`config.mk`:
```
export PLATFORM = sky130hd
export DESIGN_NAME = cpm_top
export DESIGN_NICKNAME = d
export VERILOG_FILES = /design/src/core/cpm_pkg.sv /design/src/core/cpm_clkdiv.sv /design/src/core/cpm_top.sv
export SDC_FILE = /design/constraint.sdc
export NUM_CORES = 1
export LEC_CHECK = 0
export BUFFER_PORTS_ARGS = -buffer_cell sky130_fd_sc_hd__buf_2
export CAP_MARGIN = 10
export CORE_ASPECT_RATIO = 2
export CORE_MARGIN = 1
export CORE_UTILIZATION = 60
export DETAILED_ROUTE_END_ITERATION = 12
export HOLD_SLACK_MARGIN = 0.1
export PLACE_DENSITY = 0.79
export RECOVER_POWER = 100
export REMOVE_ABC_BUFFERS = 1
export SETUP_SLACK_MARGIN = 0.2
export SYNTH_ARGS = -nofsm -noshare
export SYNTH_HDL_FRONTEND = slang
export SYNTH_SLANG_ARGS = --single-unit
```
`constraint.sdc`:
```
create_clock -name pclk -period 22 [get_ports pclk]
set_input_delay 3.3 -clock pclk [delete_from_list [all_inputs] [get_ports pclk]]
set_output_delay 3.3 -clock pclk [all_outputs]
set_load 0.02 [all_outputs]
```
`src/core/cpm_pkg.sv`:
```
// Constants, register map and state types for the clock and power-mode
// control block.
// Assumes a single 125 MHz APB clock and asynchronous pins, synchronised inside the block.
package cpm_pkg;

  // ************************************************************
  // Clock and timing
  // ************************************************************
  localparam int CLK_PERIOD_NS = 8;
  localparam int CLK_FREQ_10KHZ = 100000 / CLK_PERIOD_NS;
  localparam int REF_FREQ_10KHZ = 1356;
  localparam real STARTUP_TIME_MS = 2.5;
  localparam int STARTUP_CYCLES_DEF =
    int'($floor(STARTUP_TIME_MS * 1.0e6 / CLK_PERIOD_NS));
  localparam int STANDBY_EXIT_TIME_US = 15;
  localparam int STANDBY_EXIT_CYCLES =
    (STANDBY_EXIT_TIME_US * 1000) / CLK_PERIOD_NS;
  localparam int SU_W = 20;
  localparam int ACC_W = 23;

  // ************************************************************
  // Register offsets and fields
  // ************************************************************
  localparam logic [7:0] ADDR_CMD = 8'h00;
  localparam logic [7:0] ADDR_CTRL = 8'h04;
  localparam logic [7:0] ADDR_PLL = 8'h08;
  localparam logic [7:0] ADDR_WAKE = 8'h0c;
  localparam logic [7:0] ADDR_TRIM = 8'h10;
  localparam logic [7:0] ADDR_STAT = 8'h14;
  localparam int CMD_STBY_BIT = 7;
  localparam int CTRL_RADIO_OFF_BIT = 0;
  localparam int CTRL_CLK_EN_BIT = 1;
  localparam int PLL_OUT_LSB = 8;
  localparam int WAKE_EN_BIT = 16;
  localparam int TRIM_START_BIT = 8;
  localparam int TRIM_BUSY_BIT = 9;
  localparam int STAT_CNT_LSB = 16;

  // ************************************************************
  // Values and reset values
  // ************************************************************
  localparam logic [4:0] CMD_IDLE = 5'h00;
  localparam logic [7:0] FB_RATIO_A = 8'h17;
  localparam logic [7:0] FB_RATIO_B = 8'h1b;
  localparam logic [7:0] FB_RATIO_C = 8'h1c;
  localparam logic [7:0] OUT_DIV_MIN = 8'h10;
  localparam logic [7:0] OUT_DIV_RESET = 8'h4e;
  localparam logic [7:0] TRIM_RESET = 8'h80;
  localparam logic [15:0] WAKE_RELOAD_RESET = 16'h0010;
  localparam logic [9:0] REF_RELOAD = 10'h3ff;
  localparam logic [9:0] TRIM_LOW = 10'h0ae;
  localparam logic [9:0] TRIM_HIGH = 10'h0b0;

  typedef enum logic [2:0] {
    T_IDLE, T_ARM, T_EDGE, T_COUNT, T_APPLY
  } cpm_trim_e;

endpackage

```
`src/core/cpm_clkdiv.sv`:
```
// Fractional divider that models the PLL output clock on the pin.
// Assumes legal divider settings; the register file screens them.
module cpm_clkdiv
  import cpm_pkg::*;
(
  // Clock and reset
  input wire logic pclk,
  input wire logic presetn,
  // Control
  input wire logic run,
  input wire logic clear,
  input wire logic [7:0] fb_div,
  input wire logic [7:0] out_div,
  // Clock level
  output logic level
);

  logic [ACC_W-1:0] acc_r, acc_nxt;
  logic level_r, level_nxt;
  logic [ACC_W-1:0] step;
  logic [ACC_W-1:0] limit;
  logic [ACC_W:0] sum;

  // Two phase steps per output period at 13.56 MHz * fb / out
  assign step = ACC_W'(fb_div) * ACC_W'(2 * REF_FREQ_10KHZ);
  assign limit = ACC_W'(out_div) * ACC_W'(CLK_FREQ_10KHZ);
  assign sum = {1'b0, acc_r} + {1'b0, step};

  // Phase accumulator
  always_comb begin
    acc_nxt = acc_r;
    level_nxt = level_r;
    if (clear) begin
      acc_nxt = '0;
      level_nxt = 1'b0;
    end else if (run) begin
      if (sum >= {1'b0, limit}) begin
        acc_nxt = ACC_W'(sum - {1'b0, limit});
        level_nxt = ~level_r;
      end else begin
        acc_nxt = sum[ACC_W-1:0];
      end
    end
  end

  always_ff @(posedge pclk or negedge presetn) begin
    if (!presetn) begin
      acc_r <= '0;
      level_r <= 1'b0;
    end else begin
      acc_r <= acc_nxt;
      level_r <= level_nxt;
    end
  end

  assign level = level_r;

endmodule // cpm_clkdiv

```
`src/core/cpm_top.sv`:
```
// Clock output, slow oscillator auto-trim and power-mode control.
// Assumes an APB master on pclk and asynchronous pins from the board.
//
// Local design decisions: register access over APB and the register addresses.
module cpm_top
  import cpm_pkg::*;
#(
  parameter int STARTUP_CYCLES = STARTUP_CYCLES_DEF
) (
  // Clock and reset
  input wire logic pclk,
  input wire logic presetn,
  // APB slave
  input wire logic psel,
  input wire logic penable,
  input wire logic pwrite,
  input wire logic [7:0] paddr,
  input wire logic [31:0] pwdata,
  output logic [31:0] prdata,
  output logic pready,
  output logic pslverr,
  // Board pins
  input wire logic shutdown_pin,
  input wire logic slow_osc_in,
  input wire logic xtal_ref_in,
  // Clock output pin
  output logic clock_output_pin,
  output logic clock_output_pin_oe,
  // Status and analog controls
  output logic radio_tx_on,
  output logic radio_rx_on,
  output logic [7:0] slow_osc_trim,
  output logic standby_active,
  output logic device_ready
);

  // ************************************************************
  // Pin synchronisers
  // ************************************************************
  logic [2:0] meta_r, sync_r, prev_r;
  logic sd, lfo_rise, ref_rise;

  // Two flops per pin, third stage for edges
  always_ff @(posedge pclk or negedge presetn) begin
    if (!presetn) begin
      meta_r <= 3'h0;
      sync_r <= 3'h0;
      prev_r <= 3'h0;
    end else begin
      meta_r <= {xtal_ref_in, slow_osc_in, shutdown_pin};
      sync_r <= meta_r;
      prev_r <= sync_r;
    end
  end

  assign sd = sync_r[0];
  assign lfo_rise = sync_r[1] & ~prev_r[1];
  assign ref_rise = sync_r[2] & ~prev_r[2];

  // ************************************************************
  // APB access
  // ************************************************************
  logic pready_r, pready_nxt, pslverr_r, pslverr_nxt;
  logic [31:0] prdata_r, prdata_nxt;
  logic acc, fire, wr_ok, refuse;
  logic sw_trim_wr, trim_start, abort, stby_exit;

  function automatic logic is_mapped(input logic [7:0] a);
    return a == ADDR_CMD || a == ADDR_CTRL || a == ADDR_PLL ||
           a == ADDR_WAKE || a == ADDR_TRIM || a == ADDR_STAT;
  endfunction

  // Control registers
  logic [4:0] cmd_code_r, cmd_code_nxt;
  logic standby_r, standby_nxt;
  logic [1:0] ctrl_r, ctrl_nxt;
  logic [7:0] fb_r, fb_nxt, out_r, out_nxt;
  logic [15:0] wk_reload_r, wk_reload_nxt;
  logic wk_en_r, wk_en_nxt;
  logic [SU_W-1:0] su_cnt_r, su_cnt_nxt;
  logic ready_r, ready_nxt;
  // Trim state
  cpm_trim_e trim_st_r, trim_st_nxt;
  logic [7:0] trim_r, trim_nxt;
  logic [9:0] ref_cnt_r, ref_cnt_nxt, last_cnt_r, last_cnt_nxt;
  logic [15:0] wk_cnt_r, wk_cnt_nxt;
  logic wake_evt;

  assign acc = psel & penable;
  assign fire = acc & pready_r;
  // Writes other than the command register are refused in standby
  // standby retention
  assign refuse = ~is_mapped(paddr) | sd |
                  (pwrite & standby_r & (paddr != ADDR_CMD));
  assign wr_ok = fire & pwrite & ~refuse;
  assign sw_trim_wr = wr_ok & (paddr == ADDR_TRIM) & (trim_st_r == T_IDLE);
  assign trim_start = sw_trim_wr & pwdata[TRIM_START_BIT];
  assign abort = wr_ok & (paddr == ADDR_CMD) & (pwdata[4:0] == CMD_IDLE);
  assign stby_exit = wr_ok & (paddr == ADDR_CMD) & standby_r &
                     ~pwdata[CMD_STBY_BIT];

  // One wait state; read data captured from a register
  always_comb begin
    pready_nxt = acc & ~pready_r;
    pslverr_nxt = acc & ~pready_r & refuse;
    prdata_nxt = prdata_r;
    if (acc && !pready_r && !pwrite) begin
      prdata_nxt = 32'h0;
      unique case (paddr)
        ADDR_CMD: begin
          prdata_nxt[4:0] = cmd_code_r;
          prdata_nxt[CMD_STBY_BIT] = standby_r;
        end
        ADDR_CTRL: prdata_nxt[1:0] = ctrl_r;
        ADDR_PLL: prdata_nxt[15:0] = {out_r, fb_r};
        ADDR_WAKE: prdata_nxt[16:0] = {wk_en_r, wk_reload_r};
        ADDR_TRIM: begin
          prdata_nxt[7:0] = trim_r;
          prdata_nxt[TRIM_BUSY_BIT] = trim_st_r != T_IDLE;
        end
        ADDR_STAT: begin
          prdata_nxt[STAT_CNT_LSB +: 10] = last_cnt_r;
          prdata_nxt[2:0] = {ready_r, standby_r, trim_st_r != T_IDLE};
        end
        default: prdata_nxt = 32'h0;
      endcase
    end
  end

  // Register write decode and power sequencing
  always_comb begin
    cmd_code_nxt = cmd_code_r;
    standby_nxt = standby_r;
    ctrl_nxt = ctrl_r;
    fb_nxt = fb_r;
    out_nxt = out_r;
    wk_reload_nxt = wk_reload_r;
    wk_en_nxt = wk_en_r;
    su_cnt_nxt = (su_cnt_r != '0) ? su_cnt_r - 1'b1 : su_cnt_r;
    if (wr_ok) begin
      unique case (paddr)
        ADDR_CMD: begin
          cmd_code_nxt = pwdata[4:0];
          standby_nxt = pwdata[CMD_STBY_BIT];
        end
        ADDR_CTRL: ctrl_nxt = pwdata[1:0];
        ADDR_PLL: begin
          if ((pwdata[7:0] == FB_RATIO_A || pwdata[7:0] == FB_RATIO_B ||
               pwdata[7:0] == FB_RATIO_C) &&
              pwdata[PLL_OUT_LSB +: 8] >= OUT_DIV_MIN) begin
            fb_nxt = pwdata[7:0];
            out_nxt = pwdata[PLL_OUT_LSB +: 8];
          end
        end
        ADDR_WAKE: begin
          wk_reload_nxt = pwdata[15:0];
          wk_en_nxt = pwdata[WAKE_EN_BIT];
        end
        default: ;
      endcase
    end
    if (stby_exit) begin
      su_cnt_nxt = SU_W'(STANDBY_EXIT_CYCLES);
    end
    // Fully idle command cancels the current command code
    if (abort) begin
      cmd_code_nxt = CMD_IDLE;
    end
    if (sd) begin
      cmd_code_nxt = CMD_IDLE;
      standby_nxt = 1'b0;
      ctrl_nxt = 2'h0;
      fb_nxt = FB_RATIO_A;
      out_nxt = OUT_DIV_RESET;
      wk_reload_nxt = WAKE_RELOAD_RESET;
      wk_en_nxt = 1'b0;
      su_cnt_nxt = SU_W'(STARTUP_CYCLES);
    end
    ready_nxt = ~sd & ~standby_nxt & (su_cnt_r == '0) & ~stby_exit;
  end

  always_ff @(posedge pclk or negedge presetn) begin
    if (!presetn) begin
      pready_r <= 1'b0;
      pslverr_r <= 1'b0;
      prdata_r <= 32'h0;
      cmd_code_r <= CMD_IDLE;
      standby_r <= 1'b0;
      ctrl_r <= 2'h0;
      fb_r <= FB_RATIO_A;
      out_r <= OUT_DIV_RESET;
      wk_reload_r <= WAKE_RELOAD_RESET;
      wk_en_r <= 1'b0;
      su_cnt_r <= SU_W'(STARTUP_CYCLES);
      ready_r <= 1'b0;
    end else begin
      pready_r <= pready_nxt;
      pslverr_r <= pslverr_nxt;
      prdata_r <= prdata_nxt;
      cmd_code_r <= cmd_code_nxt;
      standby_r <= standby_nxt;
      ctrl_r <= ctrl_nxt;
      fb_r <= fb_nxt;
      out_r <= out_nxt;
      wk_reload_r <= wk_reload_nxt;
      wk_en_r <= wk_en_nxt;
      su_cnt_r <= su_cnt_nxt;
      ready_r <= ready_nxt;
    end
  end

  // ************************************************************
  // Wake-up counter and auto-trim
  // ************************************************************
  // wake-up counter on slow clock
  always_comb begin
    wk_cnt_nxt = wk_cnt_r;
    wake_evt = 1'b0;
    if (sd || !wk_en_r) begin
      wk_cnt_nxt = wk_reload_r;
    end else if (lfo_rise) begin
      if (wk_cnt_r == 16'h0) begin
        wk_cnt_nxt = wk_reload_r;
        wake_evt = 1'b1;
      end else begin
        wk_cnt_nxt = wk_cnt_r - 16'h0001;
      end
    end
  end

  // Trim sequencer
  always_comb begin
    trim_st_nxt = trim_st_r;
    trim_nxt = trim_r;
    ref_cnt_nxt = ref_cnt_r;
    last_cnt_nxt = last_cnt_r;
    unique case (trim_st_r)
      T_IDLE: begin
        if (sw_trim_wr) begin
          trim_nxt = pwdata[7:0];
        end
        if (trim_start) begin
          trim_st_nxt = T_ARM;
        end
      end
      T_ARM: begin
        if (wake_evt) begin
          ref_cnt_nxt = REF_RELOAD;
          trim_st_nxt = T_EDGE;
        end
      end
      T_EDGE: begin
        if (lfo_rise) begin
          trim_st_nxt = T_COUNT;
        end
      end
      T_COUNT: begin
        if (lfo_rise) begin
          last_cnt_nxt = ref_cnt_r;
          if (ref_cnt_r >= TRIM_LOW && ref_cnt_r <= TRIM_HIGH) begin
            trim_st_nxt = T_IDLE;
          end else begin
            trim_st_nxt = T_APPLY;
          end
        end else if (ref_rise && ref_cnt_r != 10'h0) begin
          ref_cnt_nxt = ref_cnt_r - 10'h001;
        end
      end
      T_APPLY: begin
        if (wake_evt) begin
          if (last_cnt_r < TRIM_LOW && trim_r != 8'hff) begin
            trim_nxt = trim_r + 8'h01;
          end
          if (last_cnt_r > TRIM_HIGH && trim_r != 8'h00) begin
            trim_nxt = trim_r - 8'h01;
          end
          ref_cnt_nxt = REF_RELOAD;
          trim_st_nxt = T_EDGE;
        end
      end
    endcase
    if (abort) begin
      trim_st_nxt = T_IDLE;
      trim_nxt = trim_r;
    end
    if (sd) begin
      trim_st_nxt = T_IDLE;
      trim_nxt = TRIM_RESET;
      ref_cnt_nxt = REF_RELOAD;
      last_cnt_nxt = 10'h0;
    end
  end

  always_ff @(posedge pclk or negedge presetn) begin
    if (!presetn) begin
      wk_cnt_r <= WAKE_RELOAD_RESET;
      trim_st_r <= T_IDLE;
      trim_r <= TRIM_RESET;
      ref_cnt_r <= REF_RELOAD;
      last_cnt_r <= 10'h0;
    end else begin
      wk_cnt_r <= wk_cnt_nxt;
      trim_st_r <= trim_st_nxt;
      trim_r <= trim_nxt;
      ref_cnt_r <= ref_cnt_nxt;
      last_cnt_r <= last_cnt_nxt;
    end
  end

  // ************************************************************
  // Clock output and radio controls
  // ************************************************************
  logic div_level;
  logic clk_pin_r, clk_pin_nxt, clk_oe_r, clk_oe_nxt;
  logic radio_r, radio_nxt;

  cpm_clkdiv u_div (
    .pclk(pclk),
    .presetn(presetn),
    .run(~standby_r),
    .clear(sd),
    .fb_div(fb_r),
    .out_div(out_r),
    .level(div_level)
  );

  // Pin drive; standby holds, shutdown floats
  always_comb begin
    clk_pin_nxt = standby_r ? clk_pin_r : div_level;
    clk_oe_nxt = standby_r ? clk_oe_r : ctrl_r[CTRL_CLK_EN_BIT];
    // radio off while disable bit set
    radio_nxt = standby_r ? radio_r : ~ctrl_r[CTRL_RADIO_OFF_BIT];
    // Stopped clock rests low, not just undriven
    if (sd || !ctrl_r[CTRL_CLK_EN_BIT]) begin
      clk_oe_nxt = 1'b0;
      clk_pin_nxt = 1'b0;
    end
    if (sd) begin
      clk_pin_nxt = 1'b0;
      radio_nxt = 1'b0;
    end
  end

  always_ff @(posedge pclk or negedge presetn) begin
    if (!presetn) begin
      clk_pin_r <= 1'b0;
      clk_oe_r <= 1'b0;
      radio_r <= 1'b0;
    end else begin
      clk_pin_r <= clk_pin_nxt;
      clk_oe_r <= clk_oe_nxt;
      radio_r <= radio_nxt;
    end
  end

  assign prdata = prdata_r;
  assign pready = pready_r;
  assign pslverr = pslverr_r;
  assign clock_output_pin = clk_pin_r;
  assign clock_output_pin_oe = clk_oe_r;
  assign radio_tx_on = radio_r;
  assign radio_rx_on = radio_r;
  assign slow_osc_trim = trim_r;
  assign standby_active = standby_r;
  assign device_ready = ready_r;

  // Cycles since the last standby exit, saturating, for the wake cover
  logic [11:0] exit_age_r, exit_age_nxt;

  always_comb begin
    exit_age_nxt = exit_age_r;
    if (stby_exit) begin
      exit_age_nxt = 12'h000;
    end else if (exit_age_r != 12'hfff) begin
      exit_age_nxt = exit_age_r + 12'h001;
    end
  end

  always_ff @(posedge pclk or negedge presetn) begin
    if (!presetn) begin
      exit_age_r <= 12'hfff;
    end else begin
      exit_age_r <= exit_age_nxt;
    end
  end
endmodule // cpm_top

```
Word level (Yosys, flattened, before mapping)

Index checks and enable logic that the tools add are counted.

Bits in registers: 173
Bits in latches: 0
Bits in writable memories: 0
Bits in read-only memories: 0
Input port bits: 48
Output and inout port bits: 48
Logic and storage cells: 233
Memories: 0

Add/sub/neg operators: 7
Multiply operators: 2
Divide/modulo/power cells: 0
Order comparisons: 6
Equality and inequality tests: 27
Shift operators: 0
Mux-type cells: 79
Bitwise gates (word level): 33
Reduce and logical (&&, ||, !) cells: 54

Operator list:

| operator                                                               | number |
|---|---|
| 8-bit 2-to-1 mux                                                       | 14 |
| 16-bit 2-to-1 mux                                                      | 6 |
| 10-bit 2-to-1 mux                                                      | 7 |
| 23-bit 2-to-1 mux                                                      | 3 |
| 20-bit 2-to-1 mux                                                      | 3 |
| 8-bit by 5-bit equality test with 1-bit output (second input constant) | 5 |
| 23-bit by 20-bit adder with 24-bit output                              | 1 |
| 24-bit by 22-bit >= comparator with 1-bit output                       | 1 |
| 23-bit by 22-bit subtractor with 23-bit output                         | 1 |
| 3-bit 2-to-1 mux                                                       | 7 |
| 1-bit bitwise AND                                                      | 20 |
| 20-bit zero test                                                       | 1 |
| 8-bit by 12-bit multiplier with 20-bit output (second input constant)  | 1 |
| 5-bit 2-to-1 mux                                                       | 4 |
| 10-bit one-hot mux with 2 select lines                                 | 1 |
| 20-bit nonzero test                                                    | 1 |
| 20-bit by 1-bit subtractor with 20-bit output (second input constant)  | 1 |
| 1-bit 2-to-1 mux                                                       | 19 |
| 2-bit nonzero test                                                     | 9 |
| 3-bit nonzero test                                                     | 6 |
| 8-bit by 9-bit multiplier with 17-bit output (second input constant)   | 1 |
| 8-bit by 4-bit equality test with 1-bit output (second input constant) | 2 |
| 16-bit zero test                                                       | 1 |
| 4-bit inequality test (second input constant)                          | 4 |
| 47 further kinds                                                       | 89 |

Longest topological paths before layout

Gate-level depths: netlist of run 1.

Depth in word-level cells: 18
Mapped depth: 32

Hierarchy

A second synthesis of run 1 with hierarchy kept.

Cell total of the unflattened synthesis: 1498
Area total of the unflattened synthesis: 13445.4 um^2

By module, submodules not included:

| module     | instances | cells an instance | area each (um^2) |
|---|---|---|---|
| cpm_top    | 1         | 832               | 7768.7 |
| cpm_clkdiv | 1         | 666               | 5676.7 |

Worst setup path after synthesis of run 1

No wires, ideal clock.

Path type: flip-flop to flip-flop
Start point: register fb_r[6]
End point: register u_div.acc_r[22]
Library setup time: 0.082 ns
Arrival time: 6.876 ns
Data required time: 21.918 ns
Setup slack: 15.042 ns
Cell stages (with the launch flop): 31
Path buffers: 0
Clock period less this slack: 6.958 ns
Path through: dfrtp_1 -> ha_1 -> ha_1 -> inv_1 -> fa_1 -> fa_1 -> inv_1 -> ha_1 -> a21oi_1 -> o21bai_1 -> a21oi_1 -> o21bai_1 -> a21oi_1 -> o21ai_0 -> or4b_2 -> nand4b_1 -> ha_1 -> a21oi_1 -> o21ai_0 -> a2111oi_4 -> nor2_1 -> nor2_1 -> nor2_1 -> ha_1 -> o21ai_0 -> a21oi_1 -> a311o_1 -> a21boi_1 -> or4b_1 -> a21o_1 -> a31oi_1

Longest elaborated chain between the ends: 6

RTL lines:

| what                                                                                                                      | line                               | RTL |
|---|---|---|
| from (decl)                                                                                                               | cpm_top.sv:77                      | `logic [7:0] fb_r, fb_nxt, out_r, out_nxt;` |
| from (signal assigned)                                                                                                    | cpm_top.sv:203                     | `fb_r <= fb_nxt;` |
| 8-bit by 9-bit multiplier with 17-bit output *                                                                            | cpm_clkdiv.sv:25                   | `assign step = ACC_W'(fb_div) * ACC_W'(2 * REF_FREQ_10KHZ);` |
| 23-bit by 20-bit adder with 24-bit output *                                                                               | cpm_clkdiv.sv:27                   | `assign sum = {1'b0, acc_r} + {1'b0, step};` |
| 23-bit by 22-bit subtractor with 23-bit output / 24-bit by 22-bit >= comparator with 1-bit output (equally long branches) | cpm_clkdiv.sv:38, cpm_clkdiv.sv:37 |  |
| 23-bit 2-to-1 mux *                                                                                                       | cpm_clkdiv.sv:37                   | `if (sum >= {1'b0, limit}) begin` |
| 23-bit 2-to-1 mux *                                                                                                       | cpm_clkdiv.sv:36                   | `end else if (run) begin` |
| 23-bit 2-to-1 mux *                                                                                                       | cpm_clkdiv.sv:33                   | `if (clear) begin` |
| to (signal assigned)                                                                                                      | cpm_clkdiv.sv:51                   | `acc_r <= acc_nxt;` |
| to (decl)                                                                                                                 | cpm_clkdiv.sv:18                   | `logic [ACC_W-1:0] acc_r, acc_nxt;` |

Every way passes the cells marked *; elsewhere a longest branch is shown, timed or not. The select of a mux whose other input is x is not followed.
A chain may end at the register's enable or synchronous reset.

==> flow_summary_export.csv, run 1 <==
group,metric,value,unit
yosys,synth-edff-count,0,
sta,final.setup.tns,0,ns
routing,drt.antenna.violating_nets,0,
clocking,root_buffer,"clkbuf_16",
yosys,yosys.area.top_type,"dfrtp_1",
grt,grt.total_usage,32.2,%
sta,slew_headroom,-168,%
critical_path,end_kind,"async pin",
routing,drc,0,
critical_path,arrival,10.28,ns
cells_and_area,n_fill_cell,1823,
clocking,clockBufferDepth,2,
status,status,"finished, violations left",
sta,fin_skew,0.0117,ns
yosys,synth_area,13200,µm²
clocking,cts_buffers,17,
cells_and_area,antennaDiodeCount,0,
sta,rsz0062_at_grt,"no",
floorplan,rows,76,
status,violations,"capacitance limit, slew limit",
grt,grt_max_degree,72,
routing,drt-wirelength-per-cell,19.1,µm
placed_design,port_buffers,74,
placed_design,dp_hpwl,26600,µm
critical_path,required,21.89,ns
sta,fmax,0.0963,GHz
floorplan,die_x,107,µm
yosys,synth.top_cell.area_share,26.8,%
clocking,ctsHoldBuffers,0,
yosys,synth_top_cells_by_area,"dfrtp_1 (27%), ha_1 (14%), dfstp_2 (5.8%)",
placed_design,place_congestion,0.929,
floorplan,die_y,211,µm
min_path,hold_path.class,"register to register",
sta,slew_violations,317,
routing,vias_per_cell,6.20,
critical_path,start_kind,"input port",
cells_and_area,nets,1771,
yosys,yosysWarningCount,0,
flow_run,cap_violations,9,
grt,overflow,0,
yosys,synth.avg_cell_area,8.76,µm²
yosys,ys.flop_type,"dfrtp_1",
yosys,yosysSeqAreaShare,32.6,%
clocking,htreeDepth,4,
clocking,cts_tree,"yes",
critical_path,critical_path_class,"input port to async pin",
clocking,clkSinkCount,170,
grt,antenna_found_initial,0,
grt,grt_pass1_vias,11647,
yosys,async_flop_share,100,%
routing,drt-pass1-iter-count,5,
clocking,ctsResizeCount,0,
routing,drtIter0Drc,678,
power,p_leak,0.00654,µW
yosys,netlist-cell-type-count,82,
routing,drt_wl_total,35100,µm
cells_and_area,area_growth,7.44,%
floorplan,die-area,22600,µm²
placed_design,dpl_cell_area,13700,µm²
floorplan,io-pin-count,96,
cells_and_area,stdcell_area,14100,µm²
floorplan,core_area,21500,µm²
yosys,yosysMostFrequentCell,"nand2_1",
sta,worst_pin_slew,4.02,ns
sta,setup_viol,0,
clocking,clock_latency,0.45,ns
sta,holdWs,0.350,ns
sta,hold_violations,0,
routing,vias,11379,
yosys,synthCells,1503,
critical_path,worstPathMaxFanout,71,
yosys,synth_seq_cells,170,
yosys,synthTopCellsByCount,"nand2_1 (170), ha_1 (148), dfrtp_1 (141)",
sta,period_needed,10.39,ns
floorplan,start_util,61.2,%
sta,timing.final.crit_share,47.2,%
grt,grt_pass1_wl,56200,µm
placed_design,numPlacedInstances,1803,
power,peakVddDrop,0.000119,V
clocking,cts_setup_buffers,0,
cells_and_area,stdcell_count,1835,
cells_and_area,post-route-util,65.8,%
clocking,clk_pin_slew,0.06,ns
cells_and_area,drive_gt1_share,7.04,%
power,power.density,81.8,nW/µm²
layer usage:
metal  wire length, µm  part of all wire (%)  GRT usage [%]  vias to the layer above
li1                  -                     -              -                     5401
met1             12200                    35           30.5                     5501
met2             18600                    53           59.6                      333
met3              1290                   3.7           4.93                      144
met4              2950                   8.4           26.7                        0
met5                 0                     0              0                        -
critical path: stages:
cell and delay, ns:
clkbuf_1 2.78, clkbuf_1 1.84, clkbuf_1 2.26
cells in the final DEF, fill, tap and decap left out, types with 29 or more instances in the layout:
| master | n |
|---|---|
| nand3_1 | 38 |
| buf_2 | 30 |
| xor2_1 | 33 |
| nand2_1 | 170 |
| nor3_1 | 47 |
| ha_1 | 148 |
| clkbuf_1 | 55 |
| dfrtp_1 | 140 |
| a21oi_1 | 120 |
| dfstp_2 | 29 |
| mux2i_1 | 41 |
| inv_1 | 99 |
| nor2_1 | 129 |
| xnor2_1 | 46 |
| o21ai_0 | 105 |
where the power goes:
| part | switching, µW | internal (µW) |
|---|---|---|
| Combinational | 295 | 198 |
| Clock | 130 | 174 |
| Sequential | 22.0 | 337 |
registers in the layout, summed over array words and instances (netlist names), 2 cells and up:
register	count
meta_r	3
wk_reload_r	16
cmd_code_r	5
last_cnt_r	10
trim_st_r	3
wk_cnt_r	16
sync_r	3
slow_osc_trim	8
prdata	26
fb_r	8
ref_cnt_r	10
out_r	8
prev_r	2
ctrl_r	2
u_div.acc_r	21
su_cnt_r	20
area by class of cell:
type | instances | area [µm²] | share of cell area [%]
well taps | 273 | 342 | 2.42
multi-input cells | 1176 | 8180 | 57.9
flip-flops and latches | 170 | 4290 | 30.3
inverters | 99 | 372 | 2.63
clock inverters | 9 | 114 | 0.805
clock buffers | 23 | 468 | 3.31
repair buffers | 85 | 372 | 2.63
final timing paths:
check | start | to | slack [ns] | depth (start not counted)
min | meta_r[0]$_DFF_PN0_ | sync_r[0]$_DFF_PN0_ | 0.35 | 0
max | presetn | pready$_DFF_PN0_ | 11.61 | 3
min reg2reg | meta_r[0]$_DFF_PN0_ | sync_r[0]$_DFF_PN0_ | 0.35 | 0
max in group pclk | fb_r[6]$_DFFE_PN0P_ | u_div.acc_r[20]$_DFFE_PN0N_ | 12.63 | 30
min in group asynchronous | presetn | su_cnt_r[16]$_DFFE_PN0P_ | 4.26 | 1
max reg2reg | fb_r[6]$_DFFE_PN0P_ | u_div.acc_r[20]$_DFFE_PN0N_ | 12.63 | 30
through the flow:
step | power [µW] | worst slack [ns]
final | 1160 | 11.61
after global routing | 1220 | 10.21
after CTS | 1160 | 13.97
after detailed placement | 853 | 13.99
after global placement | 842 | 14.19
after floorplan | 722 | 14.58
cells by family after synthesis:
kind of cell / count (synthesis) / share of synthesized area, %
adders and majority gates: 174 / 18.0
buffers and inverters: 162 / 5.11
muxes: 42 / 3.20
other: 1 / 0.0285
and+or+nand+nor: 512 / 18.5
DFF: 170 / 32.6
AOI/OAI and AO/OA: 363 / 17.2
xor gates and xnor gates: 79 / 5.26
(Power assumes the default switching activity.)
==> inputs of run 2 (changes only) <==
ABC_AREA = 1   (was unset)
CORE_UTILIZATION = 56   (was 60)
PLACE_DENSITY = 0.78   (was 0.79)
clock period = 8.4 ns   (was 22 ns; I/O delays follow)
==> run 2 against run 1 <==
The run still ends with capacitance limit, slew limit left. Final area grew 7.1%. Wire length is 18% higher. Worst setup slack got worse by 11 ns. Die area increased by 14%. Clock skew down 0.0013 ns. Sequential cell count unchanged. First-iteration DRC count rose by 56%. Sequential power rose to 3.0 times the previous value. Final cell count rose by 28%. Core utilization shrank 4.0 points. Clock power grew to 2.6 times the previous value. Critical path type is now register to register.
==> flow_summary_export.csv, run 2 <==
group,metric,value,unit
grt,antenna_found_initial,0,
yosys,yosysMostFrequentCell,"nand2_1",
sta,worst_pin_slew,5.12,ns
grt,overflow,0,
critical_path,arrival,7.91,ns
critical_path,cp_slowest_cell,"fa_1",
grt,grt_pass1_wl,65800,µm
floorplan,rows,81,
power,power.density,394,nW/µm²
clocking,cts_tree,"yes",
sta,timing.final.crit_share,90.2,%
critical_path,required,8.73,ns
placed_design,dp_hpwl,32700,µm
status,violations,"capacitance limit, slew limit",
clocking,clkSinkCount,170,
sta,holdWs,0.355,ns
floorplan,die-area,25800,µm²
yosys,netlist-cell-type-count,52,
min_path,whs_path_depth,0,
sta,final.setup.tns,0,ns
cells_and_area,stdcell_area,15100,µm²
clocking,ctsHoldBuffers,0,
critical_path,start_kind,"register",
cells_and_area,final_common_cell,"nand2_1",
clocking,htreeDepth,4,
cells_and_area,drive_gt1_share,5.26,%
routing,drt-wirelength-per-cell,17.6,µm
routing,drc,0,
clocking,root_buffer,"clkbuf_16",
clocking,clockBufferDepth,2,
clocking,ctsResizeCount,0,
placed_design,place_congestion,0.971,
sta,hold_violations,0,
clocking,cts_setup_buffers,0,
flow_run,cap_violations,6,
grt,grt.total_usage,33.6,%
routing,vias_per_cell,5.73,
yosys,synthTopCellsByCount,"nand2_1 (480), inv_1 (274), nor2_1 (169)",
yosys,ys.flop_type,"dfrtp_1",
yosys,synth.top_cell.area_share,25.1,%
grt,grt_max_degree,92,
cells_and_area,stdcell_count,2350,
critical_path,slowest_delay,0.55,ns
min_path,hold_path.class,"register to register",
cells_and_area,n_fill_cell,2337,
clocking,clock_latency,0.45,ns
power,p_leak,0.00791,µW
power,peakVddDrop,0.000193,V
yosys,synthCells,1943,
yosys,yosysWarningCount,0,
yosys,synth_seq_cells,170,
floorplan,start_util,57.4,%
placed_design,port_buffers,74,
cells_and_area,nets,2226,
sta,slew_headroom,-241,%
yosys,synth_top_cells_by_area,"dfrtp_1 (25%), ha_1 (13%), nand2_1 (13%)",
status,status,"finished, violations left",
routing,drt-pass1-iter-count,7,
placed_design,dpl_cell_area,14700,µm²
clocking,cts_buffers,17,
sta,fmax,0.132,GHz
routing,drt_wl_total,41400,µm
cells_and_area,final_cell_mix,"nand2_1 (481), inv_1 (275), nor2_1 (172), o21ai_0 (153), ha_1 (148)",
critical_path,end_kind,"register",
cells_and_area,area_growth,7.66,%
floorplan,die_y,226,µm
cells_and_area,seq_area,4290,µm²
yosys,synth_area,14100,µm²
critical_path,r2r_cells,36,
floorplan,io-pin-count,96,
sta,period_needed,7.58,ns
sta,setup_viol,0,
yosys,yosys.area.top_type,"dfrtp_1",
critical_path,critical_path_class,"register to register",
yosys,async_flop_share,100,%
critical_path,crit_top_cell,"nand2_1",
cells_and_area,largest_reg_flops,26,
grt,grt_pass1_vias,13524,
sta,slew_violations,294,
placed_design,numPlacedInstances,2317,
critical_path,worstPathMaxFanout,18,
yosys,synth.avg_cell_area,7.24,µm²
routing,vias,13471,
cells_and_area,post-route-util,61.8,%
cells_and_area,multiInputGateArea,8460,µm²
yosys,yosysSeqAreaShare,30.5,%
floorplan,core_area,24500,µm²
floorplan,die_x,114,µm
routing,drt.antenna.violating_nets,0,
clocking,clk_pin_slew,0.07,ns
sta,rsz0062_at_grt,"no",
routing,drtIter0Drc,1060,
yosys,synth-edff-count,0,
sta,fin_skew,0.0104,ns
-- run 2: changes by cell type in the layout (fill, tap and decap cells not counted), sizes merged, moves of 15 or more --
cell   change
xnor2     -20
nand2    +313
nand3     +92
nor2      +46
a21o      -15
o21ai     +48
mux2i     -41
nor4      -16
or3       -16
inv      +181
nand4     +41
a21oi     -30
-- run 2: logic make-up (layout without fill, tap and decap cells) --
logic type / count (synthesis) / in the layout / share of synthesized area, %
AND/OR/NAND/NOR: 897 / 897 / 27.3
buffers and inverters: 325 / 394 / 9.11
flip-flops: 170 / 170 / 30.5
AO/OA/AOI/OAI: 306 / 306 / 11.8
other: 1 / 7 / 0.0267
XOR/XNOR: 70 / 70 / 4.36
adder cells (fa/ha/maj): 174 / 174 / 16.9
-- run 2: final cells by class --
type                    count  share of cell area, %
diodes                      1                 0.0165
clock buffers              19                   2.99
multi-input cells        1453                   55.8
well taps                 332                   2.74
repair buffers             82                   2.35
flip-flops and latches    170                   28.3
clock inverters            13                  0.818
inverters                 280                   6.94
-- run 2: critical path, delay by kind of cell, from the launching register on --
kind,cells,cell delay (ns)
XOR/XNOR,1,0.16
buffers and inverters,6,0.70
AND/OR/NAND/NOR,18,2.71
flip-flops,1,0.46
adder cells (fa/ha/maj),7,2.63
AO/OA/AOI/OAI,4,0.79
-- run 2: final timing paths --
kind	start	end	slack, ns
max in group asynchronous	presetn	last_cnt_r[7]$_DFFE_PN0P_	1.79
min in group asynchronous	presetn	u_div.acc_r[18]$_DFFE_PN0N_	2.64
worst max register to register	fb_r[5]$_DFFE_PN0P_	u_div.acc_r[15]$_DFFE_PN0N_	0.82
worst min-delay path	meta_r[1]$_DFF_PN0_	sync_r[1]$_DFF_PN0_	0.35
worst max-delay path	fb_r[5]$_DFFE_PN0P_	u_div.acc_r[15]$_DFFE_PN0N_	0.82
worst min register to register	meta_r[1]$_DFF_PN0_	sync_r[1]$_DFF_PN0_	0.35
-- run 2: stage by stage --
| stage | setup slack [ns] | total power (µW) |
|---|---|---|
| after floorplan | 1.96 | 3920 |
| after global placement | 1.16 | 5080 |
| after detailed placement | 1.05 | 5130 |
| after CTS | 1.00 | 5930 |
| after global routing | 0.165 | 6440 |
| final | 0.822 | 5970 |
-- run 2: metal layers --
layer	vias to the layer above	track usage, %	part of all wire (%)
met5	-	0	0
met3	189	4.05	4.2
met2	504	63.5	54
met4	0	29.7	9.9
li1	6495	-	-
met1	6283	30.8	32
-- run 2: where the power goes --
part	switching (µW)	total, µW	internal (µW)
sequential	132	1080	950
clock	374	781	408
combinational	2780	4110	1330
total	3290	5970	2690
